**src/scsi_map.vh**
```
`ifndef SCSI_MAP_VH
`define SCSI_MAP_VH
`define SCSI_ADDR_SEL 16'hfe00
`define SCSI_ADDR_IRQ 16'hfe01
`define SCSI_ADDR_IEN 16'hfe02
`define SCSI_SEL_RESET 8'h00
`define SCSI_IRQ_RESET 8'h00
`define SCSI_IEN_RESET 8'h00
`define SCSI_SEL_LO 2
`define SCSI_BYP_BIT 1
`define SCSI_CNT_IRQ_BIT 7
`define SCSI_SEL_NONE 2'b00
`define SCSI_SEL_EXT 2'b01
`define SCSI_SEL_INT 2'b10
`define SCSI_SEL_WMASK 8'h0e
`endif

```
**src/scsi_len_counter.v**
```verilog
`timescale 1ns/1ps
// Bit-length counter clocked by card clock falling edges, sampled on clk.
module scsi_len_counter #(
  parameter W = 8
) (
  input wire clk,
  input wire reset_n,
  input wire load,
  input wire [W-1:0] load_value,
  input wire card_clk,
  output reg [W-1:0] count_reg,
  output reg [W-1:0] max_reg,
  output reg hit_pulse_reg
);
  reg card_clk_d_reg;
  reg running_reg;
  wire fall;
  assign fall = card_clk_d_reg & ~card_clk;
  always @(posedge clk) begin
    if (!reset_n) begin
      card_clk_d_reg <= 1'b0;
      count_reg <= {W{1'b0}};
      max_reg <= {W{1'b0}};
      running_reg <= 1'b0;
      hit_pulse_reg <= 1'b0;
    end else begin
      card_clk_d_reg <= card_clk;
      hit_pulse_reg <= 1'b0;
      if (load) begin
        max_reg <= load_value;
        count_reg <= {W{1'b0}};
        running_reg <= (load_value != {W{1'b0}});
      end else if (running_reg && fall) begin
        count_reg <= count_reg + 1'b1; // RULE11
        if (count_reg + 1'b1 == max_reg) begin
          running_reg <= 1'b0;
          hit_pulse_reg <= 1'b1; // RULE11
        end
      end
    end
  end
endmodule

```
**src/scsi_select_irq.v**
```verilog
`timescale 1ns/1ps
`include "scsi_map.vh"
// Function
// RULE1: Select field bits 3:2 route UART: 00 none, 01 external, 1X internal.
// RULE2: Writing the select field never powers or activates a card interface.
// RULE3: Bypass bit 1 drives card I/O from control register data/direction.
// RULE4: Reading the interrupt status register clears its bits.
// RULE5: Each cause is masked by its matching interrupt enable bit.
// RULE6: Status reports only the currently selected interface's conditions.
// RULE7: Firmware does all error processing; hardware only reports errors.
// RULE8: Firmware stops card clock with stop level high before start bit.
// RULE9: Firmware drives data low with direction output to form start bit.
// RULE10: Firmware ensures TX FIFO has data before restarting card clock.
// RULE11: Counter counts card clock falls after load 1..255, interrupts at value.
// RULE12: At terminal or zero with direct-line mode, I/O follows control bits.
// RULE13: Select bits 7:4 and 0 read zero and ignore writes.
module scsi_select_irq #(
  parameter AW = 16
) (
  input wire clk,
  input wire reset_n,
  input wire [AW-1:0] sfr_addr,
  input wire [7:0] sfr_wdata,
  input wire sfr_wr,
  input wire sfr_rd,
  output reg [7:0] sfr_rdata_reg,
  input wire [7:0] int_cause,
  input wire [7:0] ext_cause,
  input wire int_data_bit,
  input wire int_io_direction_bit,
  input wire ext_data_bit,
  input wire ext_io_direction_bit,
  input wire direct_line_mode,
  input wire uart_io_out,
  input wire uart_io_oe,
  input wire len_load,
  input wire [7:0] len_value,
  input wire card_clk,
  output reg int_io_out_reg,
  output reg int_io_oe_reg,
  output reg external_card_io_out_reg,
  output reg external_card_io_oe_reg,
  output reg [1:0] uart_route_reg,
  output reg irq_reg
);
  reg [7:0] sel_reg;
  reg [7:0] sts_reg;
  reg [7:0] ien_reg;
  reg [7:0] sts_next;
  reg [7:0] cause;
  reg dir_out;
  reg dir_oe;
  reg io_out;
  reg io_oe;
  wire [7:0] len_count;
  wire [7:0] len_max;
  wire len_hit;
  wire [1:0] field;
  wire direct;
  wire at_end;
  wire wr_sel;
  wire wr_ien;
  wire rd_sts;
  wire int_sel;
  wire ext_sel;
  reg [7:0] sfr_rdata_next;
  reg int_io_out_next;
  reg int_io_oe_next;
  reg ext_io_out_next;
  reg ext_io_oe_next;
  reg [1:0] uart_route_next;
  reg irq_next;

  // Address match for one register of the bank.
  function addr_is;
    input [AW-1:0] addr;
    input [AW-1:0] target;
    begin
      addr_is = (addr == target);
    end
  endfunction

  // Field code 1X picks the internal interface.
  function pick_int;
    input [1:0] f;
    begin
      pick_int = f[1];
    end
  endfunction

  // Field code 01 picks the external interface.
  function pick_ext;
    input [1:0] f;
    begin
      pick_ext = (f == `SCSI_SEL_EXT);
    end
  endfunction

  // Route code folds both internal codes onto one value.
  function [1:0] route_code;
    input [1:0] f;
    begin
      if (pick_int(f)) begin
        route_code = `SCSI_SEL_INT;
      end else begin
        route_code = f;
      end
    end
  endfunction

  scsi_len_counter #(.W(8)) u_len (
    .clk(clk),
    .reset_n(reset_n),
    .load(len_load),
    .load_value(len_value),
    .card_clk(card_clk),
    .count_reg(len_count),
    .max_reg(len_max),
    .hit_pulse_reg(len_hit)
  );

  assign field = sel_reg[`SCSI_SEL_LO+1:`SCSI_SEL_LO];
  assign int_sel = pick_int(field);
  assign ext_sel = pick_ext(field);
  assign wr_sel = sfr_wr & addr_is(sfr_addr, `SCSI_ADDR_SEL);
  assign wr_ien = sfr_wr & addr_is(sfr_addr, `SCSI_ADDR_IEN);
  assign rd_sts = sfr_rd & addr_is(sfr_addr, `SCSI_ADDR_IRQ);
  assign at_end = (len_max == 8'h00) || (len_count == len_max);
  assign direct = sel_reg[`SCSI_BYP_BIT] | (at_end & direct_line_mode);

  // Causes from the selected interface only, plus the counter hit on bit 7; none selected reports only the counter hit.
  always @* begin
    if (int_sel) begin
      cause = int_cause; // RULE6
    end else if (ext_sel) begin
      cause = ext_cause; // RULE6
    end else begin
      cause = 8'h00;
    end
    cause[`SCSI_CNT_IRQ_BIT] = cause[`SCSI_CNT_IRQ_BIT] | len_hit; // RULE11
  end

  // Set wins over the read clear.
  always @* begin
    sts_next = sts_reg;
    if (rd_sts) begin
      sts_next = 8'h00; // RULE4
    end
    sts_next = sts_next | cause;
  end

  // Line source: control bits in bypass, or in direct-line mode at counter end or zero length, else the UART.
  always @* begin
    if (int_sel) begin
      dir_out = int_data_bit;
      dir_oe = int_io_direction_bit;
    end else begin
      dir_out = ext_data_bit;
      dir_oe = ext_io_direction_bit;
    end
    if (direct) begin
      io_out = dir_out; // RULE3 RULE12
      io_oe = dir_oe; // RULE3 RULE12
    end else begin
      io_out = uart_io_out;
      io_oe = uart_io_oe;
    end
  end

  // Read data holds between reads; unmapped addresses read as zero.
  always @* begin
    sfr_rdata_next = sfr_rdata_reg;
    if (sfr_rd) begin
      case (sfr_addr)
        `SCSI_ADDR_SEL: sfr_rdata_next = sel_reg; // RULE13
        `SCSI_ADDR_IRQ: sfr_rdata_next = sts_reg; // RULE4
        `SCSI_ADDR_IEN: sfr_rdata_next = ien_reg;
        default: sfr_rdata_next = 8'h00;
      endcase
    end
  end

  // Only the selected interface sees the line; the other one idles high.
  always @* begin
    int_io_out_next = 1'b1;
    int_io_oe_next = 1'b0;
    ext_io_out_next = 1'b1;
    ext_io_oe_next = 1'b0;
    if (int_sel) begin
      int_io_out_next = io_out; // RULE1
      int_io_oe_next = io_oe;
    end else if (ext_sel) begin
      ext_io_out_next = io_out; // RULE1
      ext_io_oe_next = io_oe;
    end
  end

  // Interrupt follows the freshly updated status; route follows the registered field.
  always @* begin
    irq_next = |(sts_next & ien_reg); // RULE5
    uart_route_next = route_code(field); // RULE1
  end

  always @(posedge clk) begin
    if (!reset_n) begin
      sel_reg <= `SCSI_SEL_RESET;
      sts_reg <= `SCSI_IRQ_RESET;
      ien_reg <= `SCSI_IEN_RESET;
      sfr_rdata_reg <= 8'h00;
      int_io_out_reg <= 1'b1;
      int_io_oe_reg <= 1'b0;
      external_card_io_out_reg <= 1'b1;
      external_card_io_oe_reg <= 1'b0;
      uart_route_reg <= `SCSI_SEL_NONE;
      irq_reg <= 1'b0;
    end else begin
      if (wr_sel) begin
        sel_reg <= sfr_wdata & `SCSI_SEL_WMASK; // RULE13 RULE2
      end
      if (wr_ien) begin
        ien_reg <= sfr_wdata;
      end
      sts_reg <= sts_next;
      irq_reg <= irq_next;
      uart_route_reg <= uart_route_next;
      sfr_rdata_reg <= sfr_rdata_next;
      int_io_out_reg <= int_io_out_next;
      int_io_oe_reg <= int_io_oe_next;
      external_card_io_out_reg <= ext_io_out_next;
      external_card_io_oe_reg <= ext_io_oe_next;
    end
  end
endmodule

```
**config.mk**
```make
export PLATFORM = sky130hd
export DESIGN_NAME = scsi_select_irq
export DESIGN_NICKNAME = d
export VERILOG_FILES = /design/src/scsi_len_counter.v /design/src/scsi_select_irq.v
export VERILOG_INCLUDE_DIRS = /design/src
export SDC_FILE = /design/constraint.sdc
export NUM_CORES = 1
export LEC_CHECK = 0
export ABC_AREA = 1
export BUFFER_PORTS_ARGS = -buffer_cell sky130_fd_sc_hd__buf_4
export CAP_MARGIN = 30
export CORE_MARGIN = 3
export CORE_UTILIZATION = 40
export CTS_BUF_LIST = sky130_fd_sc_hd__clkbuf_8
export DETAILED_ROUTE_END_ITERATION = 8
export PLACE_DENSITY = 0.73
export SLEW_MARGIN = 5
export SYNTH_ARGS = -nofsm -noshare
export SYNTH_HDL_FRONTEND = slang
export SYNTH_SLANG_ARGS = --single-unit
export TNS_END_PERCENT = 5
```
**constraint.sdc**
```tcl
create_clock -name clk -period 2.3 [get_ports clk]
set_input_delay 0.23 -clock clk [delete_from_list [all_inputs] [get_ports clk]]
set_output_delay 0.23 -clock clk [all_outputs]
set_load 0.02 [all_outputs]
```
==> flow_metrics.py <==
metrics = {
    "sta": {
        "hold_violations": 0,
        "maxSlewViolCount": 0,
        "slew_headroom_pct": 71.1,
        "fin_worst_skew_ns": 0.0138,
        "rsz0062_at_grt": "false",
        "fmax_ghz": 0.571,
        "tightest_slew_ns": 0.433,
        "whs_ns": 0.115,
        "setup_tns_ns": 0,
        "min_period_ns": 1.75,
        "setup_violations": 0,
        "finalCritPeriodShare_pct": 76.1,
    },
    "routing": {
        "vias": 2607,
        "wl_per_cell_um": 12.5,
        "initialDrtViolationCount": 94,
        "vias_per_cell": 4.91,
        "dr.pass1.iters": 4,
        "totalWireLength_um": 6640,
        "drc": 0,
        "detail-route-antenna-nets": 0,
    },
    "setup_path": {
        "cp-start-kind": "flip-flop",
        "reg2reg_slack_ns": 0.55,
        "worstPathMaxFanout": 12,
        "crit_type": "reg -> reg",
        "r2r_end": "irq_reg",
        "reg2reg_depth": 9,
        "timing.rr.start": "sel_reg[3]",
        "cp.required_ns": 2.51,
        "crit_path_end_kind": "flip-flop",
        "cp.arrival_ns": 1.96,
    },
    "pwr": {
        "p_sw_mw": 0.413,
        "power-per-cell-area_nw_per_um2": 490,
        "fin_total_pwr_mw": 1.66,
        "pwr-share-seq_pct": 56.8,
        "p_comb_share_pct": 11.8,
        "switching_share_pct": 25.0,
        "ir_drop_mv": 0.339,
        "p_int_mw": 1.24,
        "clock_power_share_pct": 31.5,
        "p_leak_nw": 1.52,
    },
    "floorplanning": {
        "rows": 29,
        "dieArea_um2": 7710,
        "io_pins": 76,
        "coreArea_um2": 6420,
        "die_x_um": 87.8,
        "die_h_um": 87.8,
        "start_util_pct": 41.7,
    },
    "grt": {
        "overflow": 0,
        "antenna_found_initial": 0,
        "grt_pass1_wl_um": 11100,
        "grt_pass1_vias": 2556,
        "grtUsageTotal_pct": 18.2,
        "grt_max_degree": 23,
    },
    "synthesis": {
        "synthCells": 380,
        "synth_edf_count": 0,
        "synth.most_common_cell": "nand2_1",
        "synthFlopType": "dfxtp_1",
        "ys_warn_count": 0,
        "synth-async-reset-ratio_pct": 0,
        "synth_cell_type_count": 33,
        "ys_ff_latch": 53,
        "synth.avg_cell_area_um2": 7.04,
        "synth-seq-area-share_pct": 39.6,
        "yosys-top-cells-count": "95 x nand2_1, 53 x dfxtp_1, 46 x inv_1",
        "synth_top_area_share_pct": 39.6,
        "synthesis.nets": 442,
        "syn_area_um2": 2680,
        "yosys.area.top_type": "dfxtp_1",
        "synthTopCellsByArea": "dfxtp_1 40%, nand2_1 13%, inv_1 6.5%",
    },
    "place": {
        "dp.cells": 523,
        "place_congestion": 0.865,
        "hpwl_um": 5200,
        "io_buffers": 75,
    },
    "hold_path": {
        "hold_path_end": "u_len.card_clk_d_reg",
        "min-delay-path-class": "in -> reg",
        "worstHoldStart": "card_clk",
        "min_delay_path_depth": 3,
    },
    "clocking": {
        "clk_latency_ns": 0.31,
        "cts_tree": "yes",
        "cts.path.max_buffers": 2,
        "cts_resized": 0,
        "cts_root_buf": "clkbuf_8",
        "clock-sinks": 53,
        "cts_hold_buf": 0,
        "postCtsSetupRepairBufs": 0,
        "clk_pin_slew_worst_paths_ns": 0.10,
        "cts-htree-levels": 2,
        "numCtsBuffers": 5,
    },
    "layout": {
        "area_growth_pct": 26.2,
        "nets": 515,
        "layout-drive-gt1-share_pct": 24.7,
        "antenna_cells": 0,
        "fin_cells": 531,
    },
    "job": {
        "cap_violations": 0,
    },
    "outcome": {
        "outcome": "completed",
    },
}
## power groups by stage
stage	registers (mW)	logic (mW)	clock network (mW)
2_1_floorplan	0.958	0.0897	0
3_3_place_gp	0.961	0.192	0
3_5_place_dp	0.961	0.195	0
4_1_cts	0.940	0.196	0.540
5_1_grt	0.942	0.217	0.580
6_report	0.940	0.195	0.521
## routing by layer
layer,GRT usage [%],up-vias,routed length (µm)
met5,0,-,0
met1,20.4,1170,2830
met4,5.44,0,68
met2,33.8,68,3370
li1,-,1363,-
met3,4.61,6,360
## kinds of logic after synthesis
| kind of cell | Yosys count | synth area share (%) |
|---|---|---|
| AND/OR/NAND/NOR | 181 | 30.9 |
| AO/OA/AOI/OAI | 73 | 15.4 |
| buffers and inverters | 58 | 8.98 |
| flip-flops | 53 | 39.6 |
| XOR/XNOR | 13 | 4.25 |
| multiplexers | 1 | 0.374 |
| adder cells (fa/ha/maj) | 1 | 0.467 |
## final cells by class
class	instances	area [µm²]
clock inverters	3	18.8
flip-flops and latches	53	1060
clock buffers	5	68.8
repair buffers	78	586
well taps	77	96.3
inverters	46	173
multi-input cells	269	1380
fillers	640	3040
## critical path: stages, from the launching register on
cell	delay, ns
dfxtp_1	0.60
inv_1	0.30
nand2_1	0.15
nor2_1	0.05
a211oi_1	0.22
nand2_1	0.09
nand2_1	0.06
nand2_1	0.05
nor2_1	0.08
a21oi_1	0.06
## worst max path at each step
stage / start / endpoint / slack, ns / cells after the start
3_3_place_gp: sel_reg[3] / irq_reg / 0.53 / 9
4_1_cts: sel_reg[3] / irq_reg / 0.52 / 9
5_1_grt: sel_reg[3] / irq_reg / 0.30 / 9
2_1_floorplan: u_len.count_reg[1] / u_len.running_reg / 0.83 / 9
6_report: sel_reg[3] / irq_reg / 0.55 / 9
3_5_place_dp: sel_reg[3] / irq_reg / 0.54 / 9
## metrics by stage
stage / instance area, µm² / util, % / worst slack (ns)
finish: 3380 / 52.6 / 0.549
global route: 3380 / 52.6 / 0.300
global placement: 3290 / 51.2 / 0.527
CTS: 3380 / 52.6 / 0.521
detailed placement: 3290 / 51.2 / 0.535
floorplan: 2680 / - / 0.832
## cell usage in the layout (no fill, tap or decap), types with 5 or more instances in the layout
| cell type | netlist | routed |
|---|---|---|
| inv_1 | 46 | 47 |
| nand2_2 | 5 | 5 |
| clkbuf_8 | 0 | 5 |
| nand2_1 | 95 | 95 |
| dfxtp_1 | 53 | 53 |
| xnor2_1 | 10 | 10 |
| o21ai_1 | 9 | 9 |
| nor2_1 | 36 | 36 |
| buf_4 | 0 | 78 |
| o21ai_0 | 20 | 20 |
| nand3_1 | 20 | 20 |
| a21oi_1 | 29 | 29 |
| nor2_2 | 8 | 8 |
Power figures use the tool's default switching activity.
